[config.mk]
export PLATFORM = sky130hd
export DESIGN_NAME = dse_core_flat
export DESIGN_NICKNAME = d
export VERILOG_FILES = /design/src/hdl/dse_pkg.sv /design/src/hdl/dse_if.sv /design/src/hdl/dse_core.sv /design/src/flat_wrapper.sv
export SDC_FILE = /design/constraint.sdc
export NUM_CORES = 1
export LEC_CHECK = 0
export BUFFER_PORTS_ARGS = -buffer_cell sky130_fd_sc_hd__buf_2
export CORE_ASPECT_RATIO = 0.9
export CORE_UTILIZATION = 47
export CTS_BUF_LIST = sky130_fd_sc_hd__clkbuf_16
export CTS_CLUSTER_SIZE = 10
export DETAILED_ROUTE_END_ITERATION = 8
export PLACE_DENSITY = 0.82
export SLEW_MARGIN = 20
export SYNTH_ARGS = -nofsm -noshare
export SYNTH_HDL_FRONTEND = slang
export SYNTH_SLANG_ARGS = --single-unit
[constraint.sdc]
create_clock -name ref_clk -period 4 [get_ports ref_clk]
set_input_delay 0.8 -clock ref_clk [delete_from_list [all_inputs] [get_ports ref_clk]]
set_output_delay 0.8 -clock ref_clk [all_outputs]
set_load 0.01 [all_outputs]
[src/hdl/dse_pkg.sv]
// Package for the debug-state entry block: shared encodings and constants.
// Assumes a single ref_clk domain and a synchronous active-high reset.
package dse_pkg;
    // Internal-cycle encoding of the memory request pair
    localparam logic MEM_REQ_N_IDLE   = 1'b1;
    localparam logic SEQ_IDLE         = 1'b0;
    // Reset values and the all-high byte latch enable value
    localparam logic ACK_RST          = 1'b0;
    localparam logic [1:0] SYNC_RST   = 2'h0;
    localparam logic [3:0] BLE_ALL    = 4'hF;
    // Debug entry cause codes
    typedef enum logic [1:0] {
        DSE_CAUSE_NONE,
        DSE_CAUSE_BREAK,
        DSE_CAUSE_WATCH,
        DSE_CAUSE_REQ
    } dse_cause_t;
endpackage : dse_pkg

[src/hdl/dse_if.sv]
// Interface joining the core-side debug entry logic and the system side.
// Assumes both ends share ref_clk.
`timescale 1ns/10ps
interface dse_if;
    logic       ext_break_mark;
    logic       debug_req_in;
    logic       debug_ack_out;
    logic       mem_req_n;
    logic       sequential_access;
    logic       endian_select;
    logic       core_rst_n;
    logic [3:0] byte_latch_en;
    logic       irq_req_n;
    logic       fast_irq_req_n;

    modport core (
        input  ext_break_mark, debug_req_in, endian_select, core_rst_n,
               byte_latch_en, irq_req_n, fast_irq_req_n,
        output debug_ack_out, mem_req_n, sequential_access
    );
    modport sys (
        output ext_break_mark, debug_req_in, endian_select, core_rst_n,
               byte_latch_en, irq_req_n, fast_irq_req_n,
        input  debug_ack_out, mem_req_n, sequential_access
    );
endinterface : dse_if

[src/hdl/dse_core.sv]
// Core-side debug-state entry and hold logic.
// Assumes the pipeline front end supplies fetch, execute and flush events.
//
// Notes on behaviour
// - Monitor marks an instruction after its data phase
// - Mark on load/store data means watchpoint
// - Acknowledge raised on real debug entry
// - Tag at fetch, halt only at execute
// - Branch flush discards pending breakpoint tags
// - Exception flush cancels tags; refetch retags
// - Tagged conditional always halts regardless
// - Breakpointed instruction is never executed
// - Watchpoint waits for instruction end, never lost
// - Watchpointed instruction commits all its results
// - Pending exception mode kept on watch entry
// - Debug request from comparator or pin
// - Pin request synchronised, taken at end
// - Coprocessor busy-wait abandoned on request
// - Memory request pair shows internal cycles
// - Aborts and interrupts ignored while halted
// - Endian select held during debug
// - Core reset held inactive (high) during debug
// - Byte latch enables high while halted
// - Other outputs may move while halted
// - Memory controller tolerates such movement
// - Instructions enter serially while isolated
`timescale 1ns/10ps
module dse_core
    import dse_pkg::*;
(
    // Clock and reset
    input  wire logic       ref_clk,
    input  wire logic       rst,
    input  wire logic       clk_en,
    // Link to the system
    dse_if.core             lnk,
    // Pipeline events
    input  wire logic       fetch_valid,
    input  wire logic       data_is_ldst,
    input  wire logic       exec_adv,
    input  wire logic       instr_done,
    input  wire logic       branch_flush,
    input  wire logic       exc_flush,
    input  wire logic       exc_pending,
    input  wire logic       cp_busy_wait,
    input  wire logic       comp_debug_req,
    input  wire logic       core_mem_req_n,
    input  wire logic       core_seq,
    input  wire logic       core_abort,
    input  wire logic       resume,
    input  wire logic       scan_instr_valid,
    // Status to the core
    output logic            halted,
    output logic            exec_inhibit,
    output logic            cp_abandon,
    output logic            abort_taken,
    output logic            irq_taken,
    output logic            fiq_taken,
    output logic            exc_mode_kept,
    output logic            scan_instr_take,
    output dse_cause_t      entry_cause
);
    //----------------------------------------------------------------
    // State
    //----------------------------------------------------------------
    logic [1:0] sync_r, sync_nxt;
    logic [1:0] tag_r, tag_nxt;     // Decode and execute stage tags
    logic       watch_r, watch_nxt;
    logic       req_r, req_nxt;
    logic       halt_r, halt_nxt;
    logic       ack_r, ack_nxt;
    logic       mreq_r, mreq_nxt;
    logic       seq_r, seq_nxt;
    logic       inh_r, inh_nxt;
    logic       cpab_r, cpab_nxt;
    logic       ab_r, ab_nxt, irq_r, irq_nxt, fiq_r, fiq_nxt;
    logic       mode_r, mode_nxt, stake_r, stake_nxt;
    dse_cause_t cause_r, cause_nxt;

    //----------------------------------------------------------------
    // Next-state logic
    //----------------------------------------------------------------
    // Entry decisions and output forcing
    always_comb
    begin
        logic brk_hit;
        logic watch_hit;
        logic req_hit;
        logic bp_fetch;
        brk_hit   = 1'b0;
        watch_hit = 1'b0;
        req_hit   = 1'b0;
        bp_fetch  = lnk.ext_break_mark & fetch_valid & ~data_is_ldst;
        sync_nxt  = {sync_r[0], lnk.debug_req_in};
        tag_nxt   = tag_r;
        watch_nxt = watch_r;
        req_nxt   = req_r;
        halt_nxt  = halt_r;
        cause_nxt = cause_r;
        mode_nxt  = mode_r;
        cpab_nxt  = 1'b0;
        if (!halt_r)
        begin
            // Tags move with the pipeline; flushes clear them
            if (exec_adv)
                tag_nxt = {tag_r[0], bp_fetch};
            else if (bp_fetch)
                tag_nxt[0] = 1'b1;
            if (branch_flush | exc_flush)
                tag_nxt = 2'h0;
            if (lnk.ext_break_mark & data_is_ldst)
                watch_nxt = 1'b1;
            if (sync_r[1] | comp_debug_req)
                req_nxt = 1'b1;
            // Tagged instruction at execute halts, condition ignored
            brk_hit   = tag_r[1] & ~branch_flush & ~exc_flush;
            watch_hit = watch_r & instr_done;
            req_hit   = req_r & (instr_done | cp_busy_wait);
            cpab_nxt  = req_r & cp_busy_wait & ~brk_hit & ~watch_hit;
            if (brk_hit | watch_hit | req_hit)
            begin
                halt_nxt  = 1'b1;
                tag_nxt   = 2'h0;
                // A watch mark landing now outlives this entry
                watch_nxt = (watch_r & ~watch_hit) |
                            (lnk.ext_break_mark & data_is_ldst);
                req_nxt   = 1'b0;
                mode_nxt  = watch_hit & exc_pending;
                cause_nxt = brk_hit ? DSE_CAUSE_BREAK :
                            watch_hit ? DSE_CAUSE_WATCH : DSE_CAUSE_REQ;
            end
        end
        else if (resume)
        begin
            halt_nxt  = 1'b0;
            cause_nxt = DSE_CAUSE_NONE;
            mode_nxt  = 1'b0;
        end
        // Breakpoint stops execution; watchpoint lets it commit
        inh_nxt   = brk_hit | (halt_nxt & ~resume);
        ack_nxt   = halt_nxt;
        mreq_nxt  = halt_nxt ? MEM_REQ_N_IDLE : core_mem_req_n;
        seq_nxt   = halt_nxt ? SEQ_IDLE : core_seq;
        ab_nxt    = ~halt_nxt & core_abort;
        irq_nxt   = ~halt_nxt & ~lnk.irq_req_n;
        fiq_nxt   = ~halt_nxt & ~lnk.fast_irq_req_n;
        stake_nxt = halt_r & scan_instr_valid;
    end

    //----------------------------------------------------------------
    // Registers
    //----------------------------------------------------------------
    // State update, frozen while clk_en is low
    always_ff @(posedge ref_clk)
    begin
        if (rst)
        begin
            sync_r  <= SYNC_RST;
            tag_r   <= 2'h0;
            watch_r <= 1'b0;
            req_r   <= 1'b0;
            halt_r  <= 1'b0;
            ack_r   <= ACK_RST;
            mreq_r  <= MEM_REQ_N_IDLE;
            seq_r   <= SEQ_IDLE;
            inh_r   <= 1'b0;
            cpab_r  <= 1'b0;
            ab_r    <= 1'b0;
            irq_r   <= 1'b0;
            fiq_r   <= 1'b0;
            mode_r  <= 1'b0;
            stake_r <= 1'b0;
            cause_r <= DSE_CAUSE_NONE;
        end
        else if (clk_en)
        begin
            sync_r  <= sync_nxt;
            tag_r   <= tag_nxt;
            watch_r <= watch_nxt;
            req_r   <= req_nxt;
            halt_r  <= halt_nxt;
            ack_r   <= ack_nxt;
            mreq_r  <= mreq_nxt;
            seq_r   <= seq_nxt;
            inh_r   <= inh_nxt;
            cpab_r  <= cpab_nxt;
            ab_r    <= ab_nxt;
            irq_r   <= irq_nxt;
            fiq_r   <= fiq_nxt;
            mode_r  <= mode_nxt;
            stake_r <= stake_nxt;
            cause_r <= cause_nxt;
        end
    end

    //----------------------------------------------------------------
    // Outputs
    //----------------------------------------------------------------
    // Straight from flip-flops
    assign lnk.debug_ack_out     = ack_r;
    assign lnk.mem_req_n         = mreq_r;
    assign lnk.sequential_access = seq_r;
    assign halted                = halt_r;
    assign exec_inhibit          = inh_r;
    assign cp_abandon            = cpab_r;
    assign abort_taken           = ab_r;
    assign irq_taken             = irq_r;
    assign fiq_taken             = fiq_r;
    assign exc_mode_kept         = mode_r;
    assign scan_instr_take       = stake_r;
    assign entry_cause           = cause_r;
endmodule : dse_core

[src/flat_wrapper.sv]
// flat-port wrapper written by rule: the top's interface ports become plain ports
module dse_core_flat import dse_pkg::*;
  (ref_clk, rst, clk_en, fetch_valid, data_is_ldst, exec_adv, instr_done, branch_flush, exc_flush, exc_pending, cp_busy_wait, comp_debug_req, core_mem_req_n, core_seq, core_abort, resume, scan_instr_valid, halted, exec_inhibit, cp_abandon, abort_taken, irq_taken, fiq_taken, exc_mode_kept, scan_instr_take, entry_cause, lnk_ext_break_mark, lnk_debug_req_in, lnk_endian_select, lnk_core_rst_n, lnk_byte_latch_en, lnk_irq_req_n, lnk_fast_irq_req_n, lnk_debug_ack_out, lnk_mem_req_n, lnk_sequential_access);
  dse_if lnk_i ();
  input  wire logic ref_clk;
  input  wire logic rst;
  input  wire logic clk_en;
  input  wire logic fetch_valid;
  input  wire logic data_is_ldst;
  input  wire logic exec_adv;
  input  wire logic instr_done;
  input  wire logic branch_flush;
  input  wire logic exc_flush;
  input  wire logic exc_pending;
  input  wire logic cp_busy_wait;
  input  wire logic comp_debug_req;
  input  wire logic core_mem_req_n;
  input  wire logic core_seq;
  input  wire logic core_abort;
  input  wire logic resume;
  input  wire logic scan_instr_valid;
  output logic halted;
  output logic exec_inhibit;
  output logic cp_abandon;
  output logic abort_taken;
  output logic irq_taken;
  output logic fiq_taken;
  output logic exc_mode_kept;
  output logic scan_instr_take;
  output dse_cause_t entry_cause;
  input wire logic [$bits(lnk_i.ext_break_mark)-1:0] lnk_ext_break_mark;
  input wire logic [$bits(lnk_i.debug_req_in)-1:0] lnk_debug_req_in;
  input wire logic [$bits(lnk_i.endian_select)-1:0] lnk_endian_select;
  input wire logic [$bits(lnk_i.core_rst_n)-1:0] lnk_core_rst_n;
  input wire logic [$bits(lnk_i.byte_latch_en)-1:0] lnk_byte_latch_en;
  input wire logic [$bits(lnk_i.irq_req_n)-1:0] lnk_irq_req_n;
  input wire logic [$bits(lnk_i.fast_irq_req_n)-1:0] lnk_fast_irq_req_n;
  output wire logic [$bits(lnk_i.debug_ack_out)-1:0] lnk_debug_ack_out;
  output wire logic [$bits(lnk_i.mem_req_n)-1:0] lnk_mem_req_n;
  output wire logic [$bits(lnk_i.sequential_access)-1:0] lnk_sequential_access;
  assign lnk_i.ext_break_mark = lnk_ext_break_mark;
  assign lnk_i.debug_req_in = lnk_debug_req_in;
  assign lnk_i.endian_select = lnk_endian_select;
  assign lnk_i.core_rst_n = lnk_core_rst_n;
  assign lnk_i.byte_latch_en = lnk_byte_latch_en;
  assign lnk_i.irq_req_n = lnk_irq_req_n;
  assign lnk_i.fast_irq_req_n = lnk_fast_irq_req_n;
  assign lnk_debug_ack_out = lnk_i.debug_ack_out;
  assign lnk_mem_req_n = lnk_i.mem_req_n;
  assign lnk_sequential_access = lnk_i.sequential_access;
  dse_core u_core (.ref_clk(ref_clk), .rst(rst), .clk_en(clk_en), .lnk(lnk_i), .fetch_valid(fetch_valid), .data_is_ldst(data_is_ldst), .exec_adv(exec_adv), .instr_done(instr_done), .branch_flush(branch_flush), .exc_flush(exc_flush), .exc_pending(exc_pending), .cp_busy_wait(cp_busy_wait), .comp_debug_req(comp_debug_req), .core_mem_req_n(core_mem_req_n), .core_seq(core_seq), .core_abort(core_abort), .resume(resume), .scan_instr_valid(scan_instr_valid), .halted(halted), .exec_inhibit(exec_inhibit), .cp_abandon(cp_abandon), .abort_taken(abort_taken), .irq_taken(irq_taken), .fiq_taken(fiq_taken), .exc_mode_kept(exc_mode_kept), .scan_instr_take(scan_instr_take), .entry_cause(entry_cause));
endmodule
# Word level (Yosys, flattened, before mapping)
# Cells that the tools add are included.
# totals
ff_bits	18
input_bits	27
word_cells	85
out_inout_bits	13
# classes
reduce_logical	10
mux	24
n_eq_ne	1
bitwise	34
# ops
operator	n
$mux W1	18
$and A1 B1 Y1	17
$reduce_and A3 Y1	5
$mux W2	6
$not A1 Y1	10
$or A1 B1 Y1	7
$reduce_bool A2 Y1	3
$reduce_bool A4 Y1	1
$reduce_bool A3 Y1	1
$ne A2 B2 Y1 const B	1

# Longest topological paths before layout
# Gate-level depths: netlist (run 1).
# depth
depth_word	9
depth_mapped	5
depth_no_buf	4

# Least setup slack after synthesis (run 1)
# No wires, ideal clock.
# synth_timing
path_type	input to register
startpoint	in instr_done
endpoint	reg u_core.mreq_r (netlist: u_core.lnk.mem_req_n)
t_required_ns	3.878
setup_time_ns	0.122
slack_ns	2.190
path_buffers	0
arrival_time_ns	1.688
cell_stages	4
path_cell_list	and2_1 o41ai_1 nand3b_1 o32a_1
# synth_via
elab_chain_len	6
# synth_lines
element	line	source
start, declared	flat_wrapper.sv:11	input wire logic instr_done;
$and A1 B1 Y1 / $or A1 B1 Y1 (equally long branches)	dse_core.sv:117, dse_core.sv:118	
$or A1 B1 Y1 / $and A1 B1 Y1 (equally long branches)	dse_core.sv:120, dse_core.sv:118	
$or A1 B1 Y1 *	dse_core.sv:120	if (brk_hit | watch_hit | req_hit)
$mux W1 *	dse_core.sv:120	
$mux W1 *	dse_core.sv:102	if (!halt_r)
$mux W1 *	dse_core.sv:142	mreq_nxt = halt_nxt ? MEM_REQ_N_IDLE : core_mem_req_n;
end signal, assigned	dse_core.sv:183	mreq_r <= mreq_nxt;
end, declared	dse_core.sv:72	logic mreq_r, mreq_nxt;
# Every way passes the cells marked *; elsewhere a longest branch is shown, timed or not.
# A chain may end at the register's enable or synchronous reset.

==> results of run 1 <==
[state kept, by name (all words and copies together), names as in the netlist]
signal and cells:
u_core.fiq_taken 1, u_core.sync_r 2, u_core.abort_taken 1, u_core.exc_mode_kept 1, u_core.scan_instr_take 1, u_core.watch_r 1, u_core.lnk.debug_ack_out 1, u_core.entry_cause 2
u_core.cp_abandon 1, u_core.exec_inhibit 1, u_core.lnk.mem_req_n 1, u_core.req_r 1, u_core.lnk.sequential_access 1, u_core.irq_taken 1, u_core.tag_r 2
[cells by family after synthesis]
kind of cell | Yosys count | synth area share
buf+inv | 8 | 0.0434
simple gates | 36 | 0.245
mux | 2 | 0.0248
flops | 18 | 0.447
compound gates | 25 | 0.240
[worst reg2reg max path, cell delays in order (launching register included)]
cell      delay, ns
dfxtp_1        0.32
and2_1         0.20
o41ai_1        0.46
nand3b_1       0.18
o32a_1         0.20
[synth_stat cells (all sizes together) (2+ instances only)]
cell type	instances
nor2	9
nor2b	3
nand2	8
a21oi	5
o41ai	2
or3	2
clkbuf	4
buf	2
a221oi	2
a22o	2
mux2i	2
dfxtp	18
inv	2
o21ai	7
nand4	3
nand2b	4
[path summary, 6_finish.rpt]
| path | end | cells after the start |
|---|---|---|
| worst min-delay path | u_core.irq_taken$_SDFFE_PP0P_ | 2 |
| worst max-delay path | halted | 1 |
| worst min register to register | u_core.irq_taken$_SDFFE_PP0P_ | 2 |
| worst max register to register | u_core.lnk.mem_req_n$_SDFFE_PP1P_ | 4 |
[power by group]
group,switching [mW],internal [mW]
Clock,0.0685,0.133
Sequential,0.00604,0.188
Combinational,0.0294,0.0255
Total,0.104,0.347
[final cells by class]
cell class                 instances  share of cell area
inverter                           2             0.00714
tap                               22              0.0262
clock inverter                     1             0.00357
multi-input combinational         63               0.392
timing repair buffer              33               0.157
sequential                        18               0.343
clock buffer                       3              0.0714
[metal layers]
layer	part of all wire	wire length, um	global-route usage	up-vias
met5	0	0	0	-
li1	-	-	-	384
met1	0.47	854	0.270	349
met4	0.0077	14	0.0455	0
met3	0.044	80	0.0776	2
met2	0.48	863	0.350	17
[per-stage QoR]
stage,setup slack (ns),instance area [um^2]
2_1_floorplan,2.19,807
3_3_place_gp,1.90,972
3_5_place_dp,1.91,972
4_1_cts,2.16,1050
5_1_grt,2.01,1050
6_report,2.15,1050
==> results_dict.tcl, run 1 <==
set metrics [dict create \
    numCtsBuffers 3 \
    final_cell_mix "buf_2, dfxtp_1, nor2_1" \
    dieWidth_um 45.7 \
    clk_pin_slew_ns 0.05 \
    synth-seq-cells 18 \
    viasPerCell 5.30 \
    arrival_ns 1.05 \
    synth_flop_cell "dfxtp_1" \
    fin_cells 142 \
    max_stage_delay_ns 0.58 \
    placedCellCount 138 \
    rsz0062_at_grt "no" \
    cts-htree-levels 1 \
    cts_tree "built" \
    n_antenna_cell 0 \
    postCtsResizedCells 0 \
    hold_violations 0 \
    relSlewSlack 0.642 \
    hp-class "flop to flop" \
    final-max-slew-violation-count 0 \
    crit_chain "buf_2" \
    overflow 0 \
    period_minus_slack_ns 1.85 \
    final-seq-area_um2 360 \
    ff2ff_setup_slack_ns 2.53 \
    drive_gt1_frac 0.325 \
    clock_latency_ns 0.25 \
    synth_edf_count 0 \
    drt_first_iter_violations 10 \
    ys_seq_area_frac 0.447 \
    power.density_nw_per_um2 429 \
    io_buffers 33 \
    cts_root_buf "clkbuf_16" \
    holdWs_ns 0.447 \
    drt-pass1-iter-count 2 \
    p_total_uw 451 \
    critPathRequiredTime_ns 3.20 \
    period_share 0.462 \
    io_pins 40 \
    cts_setup_buffers 0 \
    syn_inst 89 \
    die-area_um2 1890 \
    wl_per_cell_um 12.8 \
    grt_max_degree 18 \
    antenna_found_initial 0 \
    syn2layout_area_growth_pct 30.2 \
    setup_viol 0 \
    finalNetCount 148 \
    cts_hold_buf 0 \
    track_usage 0.213 \
    nFillCells 135 \
    start_util 0.528 \
    cp_top_family "flip-flops" \
    multi_input_area_um2 412 \
    cap_viol_max_count 0 \
    cts_sinks 18 \
    power.leakage_nw 0.464 \
    synth_area_leaders "dfxtp_1, o21ai_0, nor2_1, nand2_1, o41ai_4" \
    syn_area_um2 807 \
    cp-start-kind "flop" \
    critPathKind "flop to primary output" \
    routabilityCongestion 0.807 \
    worst_pin_slew_ns 0.535 \
    yosys.area.top_type_share 0.447 \
    synthArstFlopShare 0 \
    routed-via-count 752 \
    synth_top_area_cell "dfxtp_1" \
    holdCritStartpoint "u_core.irq_taken$_SDFFE_PP0P_" \
    grt_pass1_vias 635 \
    drt-total-wl_mm 1.81 \
    tns_ns 0 \
    synth_nets 116 \
    synth.distinct_cells 32 \
    critPathMaxFanout 13 \
    antenna_left 0 \
    ir_worst_vdd_uv 369 \
    ys_warn_count 0 \
    finClkSkew_ns 0.00320 \
    critPathSlowestCell "dfxtp_1" \
    crit_start "u_core.lnk.debug_ack_out$_SDFFE_PP0P_" \
    critPathBufInv 1 \
    die_h_um 41.3 \
    cts.path.max_buffers 2 \
    fmax_mhz 541 \
    fin_util 0.687 \
    grt_pass1_wl_mm 2.73 \
    drc 0 \
    core-area_um2 1530 \
    worst_setup_path_end_kind "primary output" \
    row_count 13 \
    syn_area_per_cell_um2 9.07 \
    dpl.hpwl_mm 1.32 \
    final_common_cell "buf_2" \
    r2r-start "u_core.watch_r$_SDFFE_PP0P_" \
    outcome "complete, no violations" \
]
Power figures use the tool's default switching activity.
==> run 2: changes to the inputs <==
--- a/config.mk
+++ b/config.mk
@@ -7,11 +7,11 @@
 export LEC_CHECK = 0
 export BUFFER_PORTS_ARGS = -buffer_cell sky130_fd_sc_hd__buf_2
 export CORE_ASPECT_RATIO = 0.9
-export CORE_UTILIZATION = 47
+export CORE_UTILIZATION = 44
 export CTS_BUF_LIST = sky130_fd_sc_hd__clkbuf_16
 export CTS_CLUSTER_SIZE = 10
 export DETAILED_ROUTE_END_ITERATION = 8
-export PLACE_DENSITY = 0.82
+export PLACE_DENSITY = 0.77
 export SLEW_MARGIN = 20
 export SYNTH_ARGS = -nofsm -noshare
 export SYNTH_HDL_FRONTEND = slang
==> constraint.sdc (replaced) <==
create_clock -name ref_clk -period 1.8 [get_ports ref_clk]
set_input_delay 0.36 -clock ref_clk [delete_from_list [all_inputs] [get_ports ref_clk]]
set_output_delay 0.36 -clock ref_clk [all_outputs]
set_load 0.01 [all_outputs]
==> run 2 against run 1 <==
Sequential share of layout area shrank 0.20 points. Highest routed layer unchanged. Via count increased by 4.9%. Largest cell class unchanged. Non-clock buffer count up 1. Core utilization is 6.5 points lower. Count of clock-buffer cells in the layout did not move. Die area up 6.5%. Sequential power up 120%. Power rose by 120%.
==> results_dict.tcl, run 2 (same netlist as run 1, synthesis figures left out) <==
set metrics [dict create \
    rsz0062_at_grt "no" \
    finalNetCount 149 \
    cts_hold_buf 0 \
    core-area_um2 1700 \
    clock_latency_ns 0.24 \
    start_util 0.475 \
    numCtsBuffers 3 \
    critPathKind "flop to flop" \
    cts_setup_buffers 0 \
    nFillCells 150 \
    holdCritStartpoint "lnk_irq_req_n" \
    power.leakage_nw 0.467 \
    grt_pass1_wl_mm 3.02 \
    pwr-share-clk 0.434 \
    row_count 14 \
    p_total_uw 985 \
    fin_util 0.622 \
    preCtsSetupSlack_ns 0.0967 \
    final_common_cell "buf_2" \
    setup_viol 0 \
    viasPerCell 5.48 \
    relSlewSlack 0.647 \
    period_minus_slack_ns 1.60 \
    fin_cells 144 \
    cp-start-kind "flop" \
    top_usage_layer "met2" \
    n_antenna_cell 0 \
    hold_violations 0 \
    routabilityCongestion 0.769 \
    final-max-slew-violation-count 0 \
    drive_gt1_frac 0.333 \
    io_pins 40 \
    cts_root_buf "clkbuf_16" \
    placedCellCount 141 \
    track_usage 0.210 \
    final_cell_mix "buf_2, dfxtp_1, nor2_1" \
    drt-total-wl_mm 1.90 \
    clk_pin_slew_ns 0.05 \
    fmax_mhz 623 \
    arrival_ns 1.74 \
    critPathRequiredTime_ns 1.93 \
    pwr-share-comb 0.127 \
    worst_slack_ns 0.195 \
    drt_first_iter_violations 45 \
    io_buffers 33 \
    cap_viol_max_count 0 \
    postCtsResizedCells 0 \
    final_area_um2 1060 \
    cts_sinks 18 \
    finClkSkew_ns 0.000884 \
    die_h_um 42.6 \
    worst_setup_path_end_kind "flop" \
    die-area_um2 2010 \
    ff2ff_setup_slack_ns 0.20 \
    dieWidth_um 47.1 \
    cts.path.max_buffers 2 \
    antenna_found_initial 0 \
    grt_pass1_vias 703 \
    ir_worst_vdd_uv 637 \
    cts_tree "built" \
    p_int_uw 769 \
    r2r-start "u_core.watch_r$_SDFFE_PP0P_" \
    power.net_switching_uw 216 \
    period_share 0.891 \
    holdWs_ns 0.315 \
    wl_per_cell_um 13.2 \
    holdPathEnd "u_core.irq_taken$_SDFFE_PP0P_" \
    power_switching_share 0.219 \
    dpl_cell_area_um2 982 \
    met1_usage 0.293 \
    grt_max_degree 18 \
    cts-htree-levels 1 \
    whs_path_depth 2 \
    r2r_cells 4 \
    worst_pin_slew_ns 0.522 \
    outcome "complete, no violations" \
    critPathMaxFanout 5 \
    drt-pass1-iter-count 4 \
    grtUsageMet2 0.311 \
    drc 0 \
    seqPwrFrac 0.439 \
    grt_use_met3 0.0388 \
    syn2layout_area_growth_pct 31.0 \
    overflow 0 \
    tns_ns 0 \
    antenna_left 0 \
    routed-via-count 789 \
    power.density_nw_per_um2 931 \
    r2r-end "u_core.lnk.mem_req_n$_SDFFE_PP1P_" \
    hp-class "input port to flop" \
    dpl.hpwl_mm 1.37 \
]
## run 2: critical path: stages (launching register included)
cell      delay (ns)
dfxtp_1         0.32
and2_1          0.21
o41ai_1         0.56
nand3b_1        0.20
o32a_1          0.20
## run 2: area by class of cell
type | count | area, um^2 | share of cell area
repair buffers | 34 | 173 | 0.163
inverters | 2 | 7.51 | 0.00710
clock buffers | 3 | 75.1 | 0.0710
multi-input cells | 63 | 412 | 0.389
well taps | 24 | 30.0 | 0.0284
flip-flops and latches | 18 | 360 | 0.341
## run 2: worst max-delay path by stage
stage / end / from / cells after the start
3_5_place_dp: u_core.lnk.mem_req_n$_SDFFE_PP1P_ / instr_done / 5
6_report: u_core.lnk.mem_req_n$_SDFFE_PP1P_ / u_core.watch_r$_SDFFE_PP0P_ / 4
4_1_cts: u_core.lnk.mem_req_n$_SDFFE_PP1P_ / u_core.watch_r$_SDFFE_PP0P_ / 4
3_3_place_gp: u_core.lnk.mem_req_n$_SDFFE_PP1P_ / instr_done / 5
5_1_grt: u_core.lnk.mem_req_n$_SDFFE_PP1P_ / u_core.watch_r$_SDFFE_PP0P_ / 4
2_1_floorplan: u_core.lnk.mem_req_n$_SDFFE_PP1P_ / instr_done / 4
## run 2: per-layer routing
layer	routed length, um	up-vias
met4	13	0
met2	897	36
met3	107	2
li1	-	387
met1	879	364
met5	0	-
## run 2: power by group through the flow
stage	Combinational [mW]	Clock, mW	Sequential (mW)
global route	0.138	0.445	0.435
global placement	0.121	0	0.439
detailed placement	0.124	0	0.440
CTS	0.125	0.431	0.432
floorplan	0.0674	0	0.443
finish	0.126	0.427	0.432
